File: src/rtl/lcdsd_params.svh
`ifndef LCDSD_PARAMS_SVH
`define LCDSD_PARAMS_SVH

// sfr addresses on page 2
`define LCDSD_SFR_PAGE        8'h02
`define LCDSD_ADDR_DATA0      8'h89
`define LCDSD_ADDR_DATA1      8'h8a
`define LCDSD_ADDR_DATA2      8'h8b
`define LCDSD_ADDR_DATA3      8'h8c
`define LCDSD_ADDR_DATA4      8'h8d
`define LCDSD_ADDR_DATA5      8'h8e
`define LCDSD_ADDR_DATA6      8'h91
`define LCDSD_ADDR_DATA7      8'h92
`define LCDSD_ADDR_DATA8      8'h93
`define LCDSD_ADDR_DATA9      8'h94
`define LCDSD_ADDR_DATA10     8'h95
`define LCDSD_ADDR_DATA11     8'h96
`define LCDSD_ADDR_DATA12     8'h97
`define LCDSD_ADDR_DATA13     8'h99
`define LCDSD_ADDR_DATA14     8'h9a
`define LCDSD_ADDR_DATA15     8'h9b
`define LCDSD_ADDR_CTRL       8'h9d
`define LCDSD_ADDR_MASTER     8'h9e
`define LCDSD_ADDR_CONFIG     8'h9f
`define LCDSD_ADDR_CONTRAST   8'ha1
`define LCDSD_ADDR_DIVH       8'ha2
`define LCDSD_ADDR_DIVL       8'ha3
`define LCDSD_ADDR_BLINK      8'ha4
`define LCDSD_ADDR_BLINKDIV   8'ha5

// display_control fields
`define LCDSD_CTRL_BIAS       0
`define LCDSD_CTRL_MUX_LO     1
`define LCDSD_CTRL_MUX_HI     2
`define LCDSD_CTRL_SIZE       3
`define LCDSD_CTRL_BLANK      4
`define LCDSD_CTRL_CDIV_LO    5
`define LCDSD_CTRL_CDIV_HI    6
`define LCDSD_CTRL_MASK       8'h7f

// master control fields
`define LCDSD_MST_ENABLE      0
`define LCDSD_MST_CLKGATE     4
`define LCDSD_MST_BIASEN      6

// config fields
`define LCDSD_CFG_CMPDIS      0

`define LCDSD_RESET_BYTE      8'h00
`define LCDSD_NUM_DATA        16
`define LCDSD_NUM_PINS        32
`define LCDSD_NUM_COMS        4
`define LCDSD_SMALL_PINS      16

`endif

File: src/rtl/lcdsd_pkg.sv
package lcdsd_pkg;
    typedef enum logic [1:0] {
        LCDSD_DIV1 = 2'h0,
        LCDSD_DIV2 = 2'h1,
        LCDSD_DIV4 = 2'h2,
        LCDSD_DIVR = 2'h3
    } lcdsd_cdiv_e;

    typedef enum logic [1:0] {
        LCDSD_STATIC = 2'h0,
        LCDSD_MUX2   = 2'h1,
        LCDSD_MUX3   = 2'h2,
        LCDSD_MUX4   = 2'h3
    } lcdsd_mux_e;

    // level code driven to analog: 0..3 of the bias ladder
    typedef logic [1:0] lcdsd_level_t;
endpackage : lcdsd_pkg

File: src/rtl/lcdsd_top.sv
`timescale 1ns/1ns
`default_nettype none
`include "lcdsd_params.svh"
// Function
// - static, 2-, 3-, 4-mux panels, the multiplexed ones with half or third bias
// - all display timing comes from the real-time clock oscillator
// - clock divider field: 00 by 1, 01 by 2, 10 by 4, 11 reserved
// - waveforms generated in hardware from current segment data every frame
// - blinking supported besides steady on and off
// - display driven only once master control bit 0 is one
// - refresh rate set by high and low divider registers on display clock
// - software can disable supply comparator via config register
// - sixteen byte registers, one nibble per segment pin, 32 pins
// - nibble bit n controls segment on backplane n
// - mux mode selects how many low nibble bits are used
// - data bit one turns segment on, zero turns it off
// - mux field 00 static, 01 2-mux, 10 3-mux, 11 4-mux
// - blank bit one forces every segment off
// - size bit selects 16 or 32 segment pins
module lcdsd_top #(
    parameter int NPINS = `LCDSD_NUM_PINS,
    parameter int NCOMS = `LCDSD_NUM_COMS
) (
    // clock and reset
    input  wire logic              mclk_i,
    input  wire logic              rst_i,
    // real-time clock oscillator, asynchronous
    input  wire logic              rtc_clk_i,
    // sfr bus
    input  wire logic [7:0]        sfr_addr_i,
    input  wire logic [7:0]        sfr_page_i,
    input  wire logic              sfr_wr_i,
    input  wire logic              sfr_rd_i,
    input  wire logic [7:0]        sfr_wdata_i,
    output logic      [7:0]        sfr_rdata_o,
    output logic                   sfr_hit_o,
    // level codes to the analog drivers
    output logic [2*NPINS-1:0]     seg_level_o,
    output logic [2*NCOMS-1:0]     com_level_o,
    output logic [NPINS-1:0]       seg_pin_en_o,
    // analog controls
    output logic                   bias_half_o,
    output logic                   bias_en_o,
    output logic                   drive_en_o,
    output logic                   supply_cmp_dis_o,
    output logic [7:0]             contrast_o
);
    localparam int NREG = `LCDSD_NUM_DATA;

    logic [7:0] data_q [NREG];
    logic [7:0] ctrl_q;
    logic [7:0] master_q;
    logic [7:0] config_q;
    logic [7:0] contrast_q;
    logic [7:0] divh_q;
    logic [7:0] divl_q;
    logic [7:0] blink_q;
    logic [7:0] blinkdiv_q;

    logic       page_ok;
    logic [4:0] data_idx;
    logic       data_hit;

    assign page_ok = (sfr_page_i == `LCDSD_SFR_PAGE);

    // address decode for the scattered data registers
    always_comb begin
        data_hit = 1'b1;
        data_idx = 5'h00;
        unique case (sfr_addr_i)
            `LCDSD_ADDR_DATA0:  data_idx = 5'h00;
            `LCDSD_ADDR_DATA1:  data_idx = 5'h01;
            `LCDSD_ADDR_DATA2:  data_idx = 5'h02;
            `LCDSD_ADDR_DATA3:  data_idx = 5'h03;
            `LCDSD_ADDR_DATA4:  data_idx = 5'h04;
            `LCDSD_ADDR_DATA5:  data_idx = 5'h05;
            `LCDSD_ADDR_DATA6:  data_idx = 5'h06;
            `LCDSD_ADDR_DATA7:  data_idx = 5'h07;
            `LCDSD_ADDR_DATA8:  data_idx = 5'h08;
            `LCDSD_ADDR_DATA9:  data_idx = 5'h09;
            `LCDSD_ADDR_DATA10: data_idx = 5'h0a;
            `LCDSD_ADDR_DATA11: data_idx = 5'h0b;
            `LCDSD_ADDR_DATA12: data_idx = 5'h0c;
            `LCDSD_ADDR_DATA13: data_idx = 5'h0d;
            `LCDSD_ADDR_DATA14: data_idx = 5'h0e;
            `LCDSD_ADDR_DATA15: data_idx = 5'h0f;
            default:            data_hit = 1'b0;
        endcase
    end

    // segment data storage
    always_ff @(posedge mclk_i or posedge rst_i) begin
        if (rst_i) begin
            for (int i = 0; i < NREG; i++) begin
                data_q[i] <= `LCDSD_RESET_BYTE;
            end
        end else if (sfr_wr_i && page_ok && data_hit) begin
            data_q[data_idx[3:0]] <= sfr_wdata_i;
        end
    end

    // control registers
    always_ff @(posedge mclk_i or posedge rst_i) begin
        if (rst_i) begin
            ctrl_q     <= `LCDSD_RESET_BYTE;
            master_q   <= `LCDSD_RESET_BYTE;
            config_q   <= `LCDSD_RESET_BYTE;
            contrast_q <= `LCDSD_RESET_BYTE;
            divh_q     <= `LCDSD_RESET_BYTE;
            divl_q     <= `LCDSD_RESET_BYTE;
            blink_q    <= `LCDSD_RESET_BYTE;
            blinkdiv_q <= `LCDSD_RESET_BYTE;
        end else if (sfr_wr_i && page_ok) begin
            unique case (sfr_addr_i)
                `LCDSD_ADDR_CTRL:     ctrl_q     <= sfr_wdata_i & `LCDSD_CTRL_MASK;
                `LCDSD_ADDR_MASTER:   master_q   <= sfr_wdata_i;
                `LCDSD_ADDR_CONFIG:   config_q   <= sfr_wdata_i;
                `LCDSD_ADDR_CONTRAST: contrast_q <= sfr_wdata_i;
                `LCDSD_ADDR_DIVH:     divh_q     <= sfr_wdata_i;
                `LCDSD_ADDR_DIVL:     divl_q     <= sfr_wdata_i;
                `LCDSD_ADDR_BLINK:    blink_q    <= sfr_wdata_i;
                `LCDSD_ADDR_BLINKDIV: blinkdiv_q <= sfr_wdata_i;
                default: ;
            endcase
        end
    end

    // read mux, registered
    always_ff @(posedge mclk_i or posedge rst_i) begin
        if (rst_i) begin
            sfr_rdata_o <= 8'h00;
            sfr_hit_o   <= 1'b0;
        end else begin
            sfr_rdata_o <= 8'h00;
            sfr_hit_o   <= 1'b0;
            if (sfr_rd_i && page_ok) begin
                sfr_hit_o <= 1'b1;
                if (data_hit) begin
                    sfr_rdata_o <= data_q[data_idx[3:0]];
                end else begin
                    unique case (sfr_addr_i)
                        `LCDSD_ADDR_CTRL:     sfr_rdata_o <= ctrl_q;
                        `LCDSD_ADDR_MASTER:   sfr_rdata_o <= master_q;
                        `LCDSD_ADDR_CONFIG:   sfr_rdata_o <= config_q;
                        `LCDSD_ADDR_CONTRAST: sfr_rdata_o <= contrast_q;
                        `LCDSD_ADDR_DIVH:     sfr_rdata_o <= divh_q;
                        `LCDSD_ADDR_DIVL:     sfr_rdata_o <= divl_q;
                        `LCDSD_ADDR_BLINK:    sfr_rdata_o <= blink_q;
                        `LCDSD_ADDR_BLINKDIV: sfr_rdata_o <= blinkdiv_q;
                        default:              sfr_hit_o   <= 1'b0;
                    endcase
                end
            end
        end
    end

    // decoded fields
    logic                 enable;
    logic                 blank;
    logic                 size32;
    logic                 bias_half;
    lcdsd_pkg::lcdsd_mux_e  mux;
    lcdsd_pkg::lcdsd_cdiv_e cdiv;

    assign enable    = master_q[`LCDSD_MST_ENABLE];
    assign blank     = ctrl_q[`LCDSD_CTRL_BLANK];
    assign size32    = ctrl_q[`LCDSD_CTRL_SIZE];
    assign bias_half = ctrl_q[`LCDSD_CTRL_BIAS];
    assign mux  = lcdsd_pkg::lcdsd_mux_e'(ctrl_q[`LCDSD_CTRL_MUX_HI:`LCDSD_CTRL_MUX_LO]);
    assign cdiv = lcdsd_pkg::lcdsd_cdiv_e'(ctrl_q[`LCDSD_CTRL_CDIV_HI:`LCDSD_CTRL_CDIV_LO]);

    // rtc edge detection after synchroniser
    logic rtc_lvl;
    logic rtc_prev_q;
    logic rtc_tick;

    lcdsd_sync u_sync (
        .mclk_i (mclk_i),
        .rst_i  (rst_i),
        .d_i    (rtc_clk_i),
        .q_o    (rtc_lvl)
    );

    always_ff @(posedge mclk_i or posedge rst_i) begin
        if (rst_i) begin
            rtc_prev_q <= 1'b0;
        end else begin
            rtc_prev_q <= rtc_lvl;
        end
    end

    assign rtc_tick = rtc_lvl & ~rtc_prev_q;

    // prescaler by 1, 2 or 4
    logic [1:0] pre_q;
    logic       lcd_tick;

    always_ff @(posedge mclk_i or posedge rst_i) begin
        if (rst_i) begin
            pre_q <= 2'h0;
        end else if (!enable) begin
            pre_q <= 2'h0;
        end else if (rtc_tick) begin
            pre_q <= pre_q + 2'h1;
        end
    end

    always_comb begin
        unique case (cdiv)
            lcdsd_pkg::LCDSD_DIV1: lcd_tick = rtc_tick;
            lcdsd_pkg::LCDSD_DIV2: lcd_tick = rtc_tick & pre_q[0];
            lcdsd_pkg::LCDSD_DIV4: lcd_tick = rtc_tick & (&pre_q);
            lcdsd_pkg::LCDSD_DIVR: lcd_tick = 1'b0;
        endcase
    end

    // refresh divider: one tick per waveform phase
    logic phase_tick;

    lcdsd_divider #(.WIDTH(16)) u_refresh (
        .mclk_i (mclk_i),
        .rst_i  (rst_i),
        .run_i  (enable),
        .tick_i (lcd_tick),
        .div_i  ({divh_q, divl_q}),
        .tick_o (phase_tick)
    );

    // phase: backplane index and polarity half
    logic [1:0] com_q;
    logic       inv_q;
    logic [1:0] last_com;

    always_comb begin
        unique case (mux)
            lcdsd_pkg::LCDSD_STATIC: last_com = 2'h0;
            lcdsd_pkg::LCDSD_MUX2:   last_com = 2'h1;
            lcdsd_pkg::LCDSD_MUX3:   last_com = 2'h2;
            lcdsd_pkg::LCDSD_MUX4:   last_com = 2'h3;
        endcase
    end

    always_ff @(posedge mclk_i or posedge rst_i) begin
        if (rst_i) begin
            com_q <= 2'h0;
            inv_q <= 1'b0;
        end else if (!enable) begin
            com_q <= 2'h0;
            inv_q <= 1'b0;
        end else if (com_q > last_com) begin
            com_q <= 2'h0;
        end else if (phase_tick) begin
            if (com_q >= last_com) begin
                com_q <= 2'h0;
                inv_q <= ~inv_q;
            end else begin
                com_q <= com_q + 2'h1;
            end
        end
    end

    // blink: counts frames, toggles phase
    logic [7:0] blink_cnt_q;
    logic       blink_off_q;
    logic       frame_end;

    assign frame_end = phase_tick & (com_q >= last_com) & inv_q;

    always_ff @(posedge mclk_i or posedge rst_i) begin
        if (rst_i) begin
            blink_cnt_q <= 8'h00;
            blink_off_q <= 1'b0;
        end else if (!enable) begin
            blink_cnt_q <= 8'h00;
            blink_off_q <= 1'b0;
        end else if (frame_end) begin
            if (blink_cnt_q >= blinkdiv_q) begin
                blink_cnt_q <= 8'h00;
                blink_off_q <= ~blink_off_q;
            end else begin
                blink_cnt_q <= blink_cnt_q + 8'h01;
            end
        end
    end

    // waveform level codes: 0 = lowest rail, 3 = display_supply
    function automatic lcdsd_pkg::lcdsd_level_t seg_lvl(input logic on, input logic inv,
                                                        input logic stat, input logic half);
        logic sel;
        sel = on ^ inv;
        if (stat) begin
            seg_lvl = sel ? 2'h3 : 2'h0;
        end else if (half) begin
            seg_lvl = sel ? 2'h3 : 2'h0;
        end else begin
            seg_lvl = sel ? 2'h3 : 2'h1;
        end
        if (inv && !stat && !half) begin
            seg_lvl = on ? 2'h0 : 2'h2;
        end
    endfunction : seg_lvl

    function automatic lcdsd_pkg::lcdsd_level_t com_lvl(input logic act, input logic inv,
                                                        input logic stat, input logic half);
        if (act || stat) begin
            com_lvl = inv ? 2'h3 : 2'h0;
        end else if (half) begin
            com_lvl = 2'h1;
        end else begin
            com_lvl = inv ? 2'h1 : 2'h2;
        end
    endfunction : com_lvl

    logic stat;
    assign stat = (mux == lcdsd_pkg::LCDSD_STATIC);

    always_ff @(posedge mclk_i or posedge rst_i) begin
        if (rst_i) begin
            seg_level_o  <= '0;
            com_level_o  <= '0;
            seg_pin_en_o <= '0;
        end else begin
            for (int p = 0; p < NPINS; p++) begin
                logic [3:0] nib;
                logic       on;
                nib = p[0] ? data_q[p/2][7:4] : data_q[p/2][3:0];
                on  = nib[com_q] & ~blank & ~(blink_q[p/4] & blink_off_q);
                seg_level_o[2*p +: 2] <= seg_lvl(on, inv_q, stat, bias_half);
                seg_pin_en_o[p] <= enable & (size32 | (p < `LCDSD_SMALL_PINS));
            end
            for (int c = 0; c < NCOMS; c++) begin
                com_level_o[2*c +: 2] <= (c > last_com) ? 2'h0 :
                    com_lvl(com_q == c[1:0], inv_q, stat, bias_half);
            end
        end
    end

    always_ff @(posedge mclk_i or posedge rst_i) begin
        if (rst_i) begin
            bias_half_o      <= 1'b0;
            bias_en_o        <= 1'b0;
            drive_en_o       <= 1'b0;
            supply_cmp_dis_o <= 1'b0;
            contrast_o       <= 8'h00;
        end else begin
            bias_half_o      <= bias_half & ~stat;
            bias_en_o        <= master_q[`LCDSD_MST_BIASEN];
            drive_en_o       <= enable;
            supply_cmp_dis_o <= config_q[`LCDSD_CFG_CMPDIS];
            contrast_o       <= contrast_q;
        end
    end

    a_drive_gate: assert property (@(posedge mclk_i) disable iff (rst_i)
        !master_q[`LCDSD_MST_ENABLE] |=> !drive_en_o && seg_pin_en_o == '0)
        else $error("display driven while disabled");

    a_size_small: assert property (@(posedge mclk_i) disable iff (rst_i)
        !size32 |=> seg_pin_en_o[NPINS-1:`LCDSD_SMALL_PINS] == '0)
        else $error("upper pins enabled in 16-pin size");

    a_com_range: assert property (@(posedge mclk_i) disable iff (rst_i)
        com_q <= last_com || $changed(mux))
        else $error("backplane index beyond mux mode");

    a_reserved_div: assert property (@(posedge mclk_i) disable iff (rst_i)
        cdiv == lcdsd_pkg::LCDSD_DIVR |-> !lcd_tick)
        else $error("clock runs with reserved divider");

    a_div4_spacing: assert property (@(posedge mclk_i) disable iff (rst_i)
        cdiv == lcdsd_pkg::LCDSD_DIV4 && lcd_tick |=> pre_q == 2'h0)
        else $error("divide-by-4 prescaler did not wrap");

    a_cmp_disable: assert property (@(posedge mclk_i) disable iff (rst_i)
        ##1 supply_cmp_dis_o == $past(config_q[`LCDSD_CFG_CMPDIS]))
        else $error("comparator disable not following config");

    a_data_write: assert property (@(posedge mclk_i) disable iff (rst_i)
        sfr_wr_i && page_ok && data_hit |=> data_q[$past(data_idx[3:0])] == $past(sfr_wdata_i))
        else $error("segment data write lost");

    a_refresh_idle: assert property (@(posedge mclk_i) disable iff (rst_i)
        !enable |=> com_q == 2'h0 && !phase_tick)
        else $error("refresh runs while disabled");
endmodule : lcdsd_top
`default_nettype wire

File: src/rtl/lcdsd_sync.sv
`timescale 1ns/1ns
`default_nettype none
// three-stage input synchroniser; change accepted when stage 2 and 3 agree
module lcdsd_sync (
    // clock and reset
    input  wire logic mclk_i,
    input  wire logic rst_i,
    // async input
    input  wire logic d_i,
    // filtered level
    output logic      q_o
);
    logic s1_q;
    logic s2_q;
    logic s3_q;

    always_ff @(posedge mclk_i or posedge rst_i) begin
        if (rst_i) begin
            s1_q <= 1'b0;
            s2_q <= 1'b0;
            s3_q <= 1'b0;
        end else begin
            s1_q <= d_i;
            s2_q <= s1_q;
            s3_q <= s2_q;
        end
    end

    always_ff @(posedge mclk_i or posedge rst_i) begin
        if (rst_i) begin
            q_o <= 1'b0;
        end else if (s2_q == s3_q) begin
            q_o <= s3_q;
        end
    end
endmodule : lcdsd_sync
`default_nettype wire

File: src/rtl/lcdsd_divider.sv
`timescale 1ns/1ns
`default_nettype none
// programmable tick divider: one pulse every (div_i + 1) input ticks
module lcdsd_divider #(
    parameter int WIDTH = 16
) (
    // clock and reset
    input  wire logic             mclk_i,
    input  wire logic             rst_i,
    // control
    input  wire logic             run_i,
    input  wire logic             tick_i,
    input  wire logic [WIDTH-1:0] div_i,
    // output tick
    output logic                  tick_o
);
    logic [WIDTH-1:0] cnt_q;

    always_ff @(posedge mclk_i or posedge rst_i) begin
        if (rst_i) begin
            cnt_q  <= '0;
            tick_o <= 1'b0;
        end else if (!run_i) begin
            cnt_q  <= '0;
            tick_o <= 1'b0;
        end else begin
            tick_o <= 1'b0;
            if (tick_i) begin
                if (cnt_q >= div_i) begin
                    cnt_q  <= '0;
                    tick_o <= 1'b1;
                end else begin
                    cnt_q <= cnt_q + {{(WIDTH-1){1'b0}}, 1'b1};
                end
            end
        end
    end
endmodule : lcdsd_divider
`default_nettype wire

File: config.mk
export PLATFORM = sky130hd
export DESIGN_NAME = lcdsd_top
export DESIGN_NICKNAME = d
export VERILOG_FILES = /design/src/rtl/lcdsd_pkg.sv /design/src/rtl/lcdsd_top.sv /design/src/rtl/lcdsd_sync.sv /design/src/rtl/lcdsd_divider.sv
export VERILOG_INCLUDE_DIRS = /design/src /design/src/rtl
export SDC_FILE = /design/constraint.sdc
export NUM_CORES = 1
export LEC_CHECK = 0
export BUFFER_PORTS_ARGS = -buffer_cell sky130_fd_sc_hd__buf_2
export CAP_MARGIN = 20
export CORE_MARGIN = 5
export CORE_UTILIZATION = 35
export DETAILED_ROUTE_END_ITERATION = 8
export SYNTH_ARGS = -nofsm -noshare
export SYNTH_HDL_FRONTEND = slang
export SYNTH_SLANG_ARGS = --single-unit
File: constraint.sdc
create_clock -name mclk_i -period 10.3 [get_ports mclk_i]
set_input_delay 0.515 -clock mclk_i [delete_from_list [all_inputs] [get_ports mclk_i]]
set_output_delay 0.515 -clock mclk_i [all_outputs]
set_load 0.01 [all_outputs]
==> flow_metrics.env, run 1 <==
export IMPL_status="finished clean"
export IMPL_rows=79
export IMPL_die_h_microns=226.3
export IMPL_dpl_cell_area_sq_um=17350
export IMPL_clkSinkCount=321
export IMPL_postCtsHoldBufs=0
export IMPL_viasPerCell=5.368
export IMPL_dp_hpwl_microns=31010
export IMPL_yosysUniqueCellTypes=83
export IMPL_synth_edf_count=0
export IMPL_dp_cells=2057
export IMPL_fin_ws_ns=7.001
export IMPL_coreArea_sq_um=46460
export IMPL_synth_top_family_by_area="multiplexers"
export IMPL_drv_cap=0
export IMPL_total_power_mw=2.678
export IMPL_whs_path_depth=1
export IMPL_ys_warn_count=0
export IMPL_syn_cell_area_sq_um=16370
export IMPL_numCtsBuffers=37
export IMPL_reg2reg_slack_ns=7.78
export IMPL_finalCritPeriodShare_pct=32.02
export IMPL_clkSlewWorstSetupHoldPaths_ns=0.06
export IMPL_synth_main_ff_cell="dfrtp_1"
export IMPL_utilization_pct=40.05
export IMPL_synth_top_area_cell="dfrtp_1"
export IMPL_ant_nets=0
export IMPL_grt_pass1_wl_microns=70010
export IMPL_clk_insertion_delay_late_ns=0.53
export IMPL_drcViolationCount=0
export IMPL_start_util_pct=35.24
export IMPL_synthAdderAreaFrac_pct=2.736
export IMPL_netlist_area_leader_share_pct=49.07
export IMPL_worstSetupPathType="in2reg"
export IMPL_worst_slew_pin_slew_ns=1.193
export IMPL_syn_inst=1403
export IMPL_synth_seq_cells=321
export IMPL_max_freq_mhz=303.2
export IMPL_fin_skew_ns=0.02008
export IMPL_mostFrequentLayoutCells="dfrtp_1, mux2_2, nand2_1, buf_2, xnor2_1"
export IMPL_finalSetupViolations=0
export IMPL_fin_nets=1555
export IMPL_root_buffer="clkbuf_16"
export IMPL_syn_area_per_cell_sq_um=11.67
export IMPL_yosys_area_share_simple_pct=9.975
export IMPL_overflow=0
export IMPL_worstPathMaxFanout=33
export IMPL_drt_iter0_drc=964
export IMPL_synth_compound_area_share_pct=10.69
export IMPL_post_cts_resize_count=0
export IMPL_fin_tns_setup_ns=0
export IMPL_wl_per_cell_microns=21.12
export IMPL_grt_pass1_vias=11480
export IMPL_dp_slack_ns=6.510
export IMPL_hold_slack_ns=0.09394
export IMPL_rsz0062_at_grt="false"
export IMPL_track_usage_pct=17.47
export IMPL_io_buffer_count=153
export IMPL_r2r_end="u_refresh.cnt_q[12]$_DFFE_PP0P_"
export IMPL_instances_no_fill=2124
export IMPL_firstDrtPassIters=5
export IMPL_worstRegToRegCells=8
export IMPL_final_common_cell="dfrtp_1"
export IMPL_largest_reg_flops=128
export IMPL_async_reset_ff_share_pct=100.0
export IMPL_n_antenna_cell=0
export IMPL_top_register="data_q"
export IMPL_routed_wirelength_microns=44870
export IMPL_design_area_sq_um=18610
export IMPL_die_area_sq_um=51200
export IMPL_worstHoldEndpoint="u_sync.s1_q$_DFF_PP0_"
export IMPL_startpoint_type="input port"
export IMPL_seq_area_frac_synth_pct=49.07
export IMPL_grt_max_degree=128
export IMPL_r2r_start="u_refresh.cnt_q[9]$_DFFE_PP0P_"
export IMPL_clock_path_buffers=3
export IMPL_globalplace_congestion=0.8663
export IMPL_die_w_microns=226.3
export IMPL_synth_xor_area_share_pct=3.638
export IMPL_irDropWorstVdd_mv=0.1196
export IMPL_area_growth_pct=13.67
export IMPL_post_cts_buffers=0
export IMPL_hold_viol_final=0
export IMPL_synth_area_leaders="dfrtp_1, mux2_2, mux4_2"
export IMPL_min_path_type="in2reg"
export IMPL_leakagePower_nw=8.712
export IMPL_fin_crit_ns=3.299
export IMPL_antenna_found_initial=0
export IMPL_drv_slew=0
export IMPL_io_pins=154
export IMPL_h_tree_depth=2
export IMPL_reg_top3="data_q (128), seg_level_o (64), u_refresh.cnt_q (16)"
export IMPL_vias=11400
export IMPL_synth_mux_area_share_pct=18.96
export IMPL_min_from="rtc_clk_i"
export IMPL_drive_gt1_share_pct=31.11
export IMPL_cts_tree="done"
export IMPL_slew_headroom_pct=20.45
export IMPL_syn_num_nets=1467
export IMPL_end_kind="flop"
export IMPL_power_density_nw_per_um2=143.9
export IMPL_cp_required_ns=10.72
export IMPL_cp_arrival_ns=3.72
worst max-delay path by stage:
| stage | start | end | slack [ns] | cells past startpoint |
|---|---|---|---|---|
| after CTS | sfr_addr_i[0] | sfr_rdata_o[3]$_DFF_PP0_ | 7.04 | 8 |
| final | sfr_addr_i[0] | sfr_rdata_o[3]$_DFF_PP0_ | 7.00 | 8 |
| after global placement | sfr_addr_i[0] | sfr_rdata_o[3]$_DFF_PP0_ | 6.55 | 8 |
| after detailed placement | sfr_addr_i[0] | sfr_rdata_o[3]$_DFF_PP0_ | 6.51 | 8 |
| after floorplan | rst_i | bias_en_o$_DFF_PP0_ | 0.90 | 1 |
| after global routing | sfr_addr_i[0] | sfr_rdata_o[3]$_DFF_PP0_ | 6.86 | 8 |
per-layer routing:
metal  wire length [microns]  up-vias  share of wire (%)  global-route usage [%]
li1                        -     5177                  -                       -
met4                    1283        0                2.9                   5.240
met3                    2974       86                6.6                   3.483
met1                   19460     5734                 43                   24.32
met5                       0        -                  0                       0
met2                   21150      405                 47                   27.83
Yosys cell counts, types with 32 or more instances:
| library cell | count |
|---|---|
| a21oi_1 | 50 |
| mux4_2 | 32 |
| dfrtp_1 | 321 |
| nor2_1 | 41 |
| mux2_2 | 168 |
| ha_1 | 35 |
| mux2i_1 | 37 |
| o21ai_0 | 50 |
| xnor2_1 | 67 |
| clkbuf_1 | 45 |
| inv_1 | 43 |
| nand2_1 | 153 |
| buf_4 | 36 |
worst max-delay path: stages:
cell and delay, ns:
buf_2 0.64, nand3b_1 0.21, o311ai_2 0.16, o211a_1 1.01, mux2_2 0.42, a221oi_1 0.35, o21ai_0 0.15, a41o_1 0.22
where the power goes:
| group | internal, mW | switching, mW |
|---|---|---|
| Sequential | 1.26 | 0.000883 |
| Clock | 0.770 | 0.546 |
| Combinational | 0.0215 | 0.0772 |
logic make-up (layout without fill, tap and decap cells):
kind of cell,Yosys count,in the layout
AOI/OAI and AO/OA,249,249
xor gates and xnor gates,68,68
adders and majority gates,36,36
buffers and inverters,160,274
DFF,321,321
muxes,245,245
and+or+nand+nor,324,324
final cells by class:
cell class | count | area [sq um]
fillers | 4480 | 27850
multi-input cells | 922 | 7540
inverters | 44 | 172.7
repair buffers | 165 | 883.3
flip-flops and latches | 321 | 8035
clock inverters | 18 | 183.9
well taps | 607 | 759.5
clock buffers | 47 | 1033
No activity file was read; power rests on OpenSTA's default activity.
==> inputs of run 2 (changes only) <==
--- a/config.mk
+++ b/config.mk
@@ -6,6 +6,7 @@
 export SDC_FILE = /design/constraint.sdc
 export NUM_CORES = 1
 export LEC_CHECK = 0
+export ABC_AREA = 1
 export BUFFER_PORTS_ARGS = -buffer_cell sky130_fd_sc_hd__buf_2
 export CAP_MARGIN = 20
 export CORE_MARGIN = 5
==> constraint.sdc (replaced) <==
create_clock -name mclk_i -period 3 [get_ports mclk_i]
set_input_delay 0.15 -clock mclk_i [delete_from_list [all_inputs] [get_ports mclk_i]]
set_output_delay 0.15 -clock mclk_i [all_outputs]
set_load 0.01 [all_outputs]
==> run 2 against run 1 <==
  * Clock power rose to 3.7 times the previous value
  * Total power increased to 3.6 times the previous value
  * Via count up 25%
==> flow_metrics.env, run 2 <==
export IMPL_clkSinkCount=321
export IMPL_max_stage_delay_ns=0.51
export IMPL_wl_per_cell_microns=18.09
export IMPL_netlist_area_leader_share_pct=47.69
export IMPL_drv_slew=0
export IMPL_post_cts_resize_count=0
export IMPL_post_cts_buffers=0
export IMPL_top_register="data_q"
export IMPL_clock_path_buffers=3
export IMPL_seq_area_frac_synth_pct=47.69
export IMPL_mostFrequentLayoutCells="nand2_1, dfrtp_1, o21ai_0"
export IMPL_power_density_nw_per_um2=500.6
export IMPL_synth_seq_cells=321
export IMPL_postCtsHoldBufs=2
export IMPL_min_path_type="in2reg"
export IMPL_antenna_found_initial=4
export IMPL_r2r_start="com_q[1]$_DFFE_PP0P_"
export IMPL_leakagePower_nw=9.428
export IMPL_regArea_sq_um=8035
export IMPL_fin_skew_ns=0.02601
export IMPL_rsz0062_at_grt="false"
export IMPL_worst_slew_pin_slew_ns=0.9581
export IMPL_n_antenna_cell=0
export IMPL_viasPerCell=5.112
export IMPL_synth_edf_count=0
export IMPL_syn_area_per_cell_sq_um=8.249
export IMPL_drive_gt1_share_pct=18.51
export IMPL_dp_hpwl_microns=34720
export IMPL_finalSetupViolations=0
export IMPL_clk_insertion_delay_late_ns=0.56
export IMPL_critical_path_top_delay_family="simple AND/OR/NAND/NOR gates"
export IMPL_start_util_pct=35.35
export IMPL_rows=80
export IMPL_drt_iter0_drc=1397
export IMPL_dp_slack_ns=0.2576
export IMPL_cp_arrival_ns=2.80
export IMPL_die_h_microns=229.4
export IMPL_irDropWorstVdd_mv=0.3186
export IMPL_hold_viol_final=0
export IMPL_cp_cell_sequence="buf_4 -> ha_1 -> a21oi_1 -> nand2_1 -> nand3_1 -> nand2_1 -> o21ai_0 -> nand2_1 -> o21ai_0"
export IMPL_h_tree_depth=2
export IMPL_syn_num_nets=2106
export IMPL_overflow=0
export IMPL_fin_crit_ns=2.326
export IMPL_multiInputGateArea_sq_um=7278
export IMPL_final_common_cell="nand2_1"
export IMPL_routed_wirelength_microns=50300
export IMPL_grt_max_degree=89
export IMPL_synth_top_area_cell="dfrtp_1"
export IMPL_cts_tree="done"
export IMPL_coreArea_sq_um=47650
export IMPL_reg_top3="data_q (128), seg_level_o (64), u_refresh.cnt_q (16)"
export IMPL_ys_top_cells_by_count="nand2_1, dfrtp_1, o21ai_0, inv_1, nor2_1"
export IMPL_startpoint_type="flop"
export IMPL_min_from="sfr_rd_i"
export IMPL_grt_pass1_vias=13730
export IMPL_synth_area_leaders="dfrtp_1, nand2_1, o21ai_0"
export IMPL_async_reset_ff_share_pct=100.0
export IMPL_syn_cell_area_sq_um=16840
export IMPL_track_usage_pct=18.68
export IMPL_root_buffer="clkbuf_16"
export IMPL_ant_nets=0
export IMPL_syn_inst=2042
export IMPL_io_pins=154
export IMPL_hold_slack_ns=0.04321
export IMPL_yosysUniqueCellTypes=45
export IMPL_vias=14220
export IMPL_die_w_microns=229.4
export IMPL_grt_pass1_wl_microns=79030
export IMPL_critical_path_slowest_cell="buf_4"
export IMPL_io_buffer_count=153
export IMPL_ys_warn_count=0
export IMPL_slew_headroom_pct=35.99
export IMPL_max_freq_mhz=430.0
export IMPL_crit_start="com_q[1]$_DFFE_PP0P_"
export IMPL_area_growth_pct=14.56
export IMPL_synth_main_ff_cell="dfrtp_1"
export IMPL_die_area_sq_um=52620
export IMPL_drv_cap=0
export IMPL_firstDrtPassIters=6
export IMPL_status="finished clean"
export IMPL_cp_common_cell="nand2_1"
export IMPL_path_buf_inv=1
export IMPL_globalplace_congestion=0.9034
export IMPL_fin_ws_ns=0.6744
export IMPL_clkSlewWorstSetupHoldPaths_ns=0.06
export IMPL_cp_required_ns=3.48
export IMPL_fin_nets=2202
export IMPL_finalCritPeriodShare_pct=77.52
export IMPL_numCtsBuffers=38
export IMPL_synth_most_common_cell="nand2_1"
export IMPL_worstSetupPathType="reg2reg"
export IMPL_fin_tns_setup_ns=0
export IMPL_fillers=4831
export IMPL_end_kind="flop"
export IMPL_largest_reg_flops=128
export IMPL_drcViolationCount=0
export IMPL_worstPathMaxFanout=50
[run 2: path summary, 6_finish.rpt]
check	endpoint	slack [ns]	depth (start not counted)
worst min register to register	u_sync.s2_q$_DFF_PP0_	0.35	0
max in group asynchronous	u_sync.s2_q$_DFF_PP0_	1.73	4
worst max register to register	blink_off_q$_DFFE_PP0P_	0.67	9
worst max-delay path	blink_off_q$_DFFE_PP0P_	0.67	9
worst min-delay path	sfr_rdata_o[6]$_DFF_PP0_	0.04	4
min in group asynchronous	data_q[108]$_DFFE_PP0P_	0.39	3
[run 2: logic make-up (layout without fill, tap and decap cells)]
| logic type | after synthesis | in the layout | share of synthesized area [%] |
|---|---|---|---|
| AOI/OAI and AO/OA | 516 | 516 | 17.61 |
| xor gates and xnor gates | 44 | 44 | 2.288 |
| adders and majority gates | 36 | 36 | 2.659 |
| buffers and inverters | 330 | 454 | 9.121 |
| DFF | 321 | 321 | 47.69 |
| and+or+nand+nor | 795 | 795 | 20.63 |
[run 2: final cells by class]
type,count,area share (%)
Tap cell,615,3.988
Sequential cell,321,41.64
Clock inverter,18,1.290
Inverter,195,3.812
Timing Repair Buffer,191,5.926
Multi-Input combinational cell,1391,37.72
Clock buffer,50,5.628
[run 2: stage by stage]
stage | power, mW | area, sq um | instances | utilization (%)
6_report | 9.661 | 19300 | 2781 | 40.50
5_1_grt | 9.975 | 19300 | 2781 | 40.50
4_1_cts | 9.761 | 19290 | 2780 | 40.49
3_5_place_dp | 4.804 | 17930 | 2710 | 37.64
3_3_place_gp | 4.803 | 17930 | 2710 | 37.64
2_1_floorplan | 4.642 | 16850 | 2042 | -
[run 2: worst register-to-register path: cells and delay by family (launching register included)]
family,cells,cell delay (ns)
and+or+nand+nor,4,0.59
adders and majority gates,1,0.37
AOI/OAI and AO/OA,3,0.44
DFF,1,0.34
buffers and inverters,1,0.51
[run 2: where the power goes]
group / internal [mW] / switching (mW)
combinational: 0.0851 / 0.302
sequential: 4.34 / 0.00346
clock: 3.00 / 1.94
total: 7.42 / 2.24
[run 2: metal layers]
layer	share of wire (%)	wire length, microns	vias to the layer above	GRT usage (%)
met4	2.5	1279	8	5.243
met5	0.070	35	-	0
li1	-	-	6781	-
met1	46	23270	6813	27.07
met2	43	21730	534	28.27
met3	7.9	3980	81	4.124
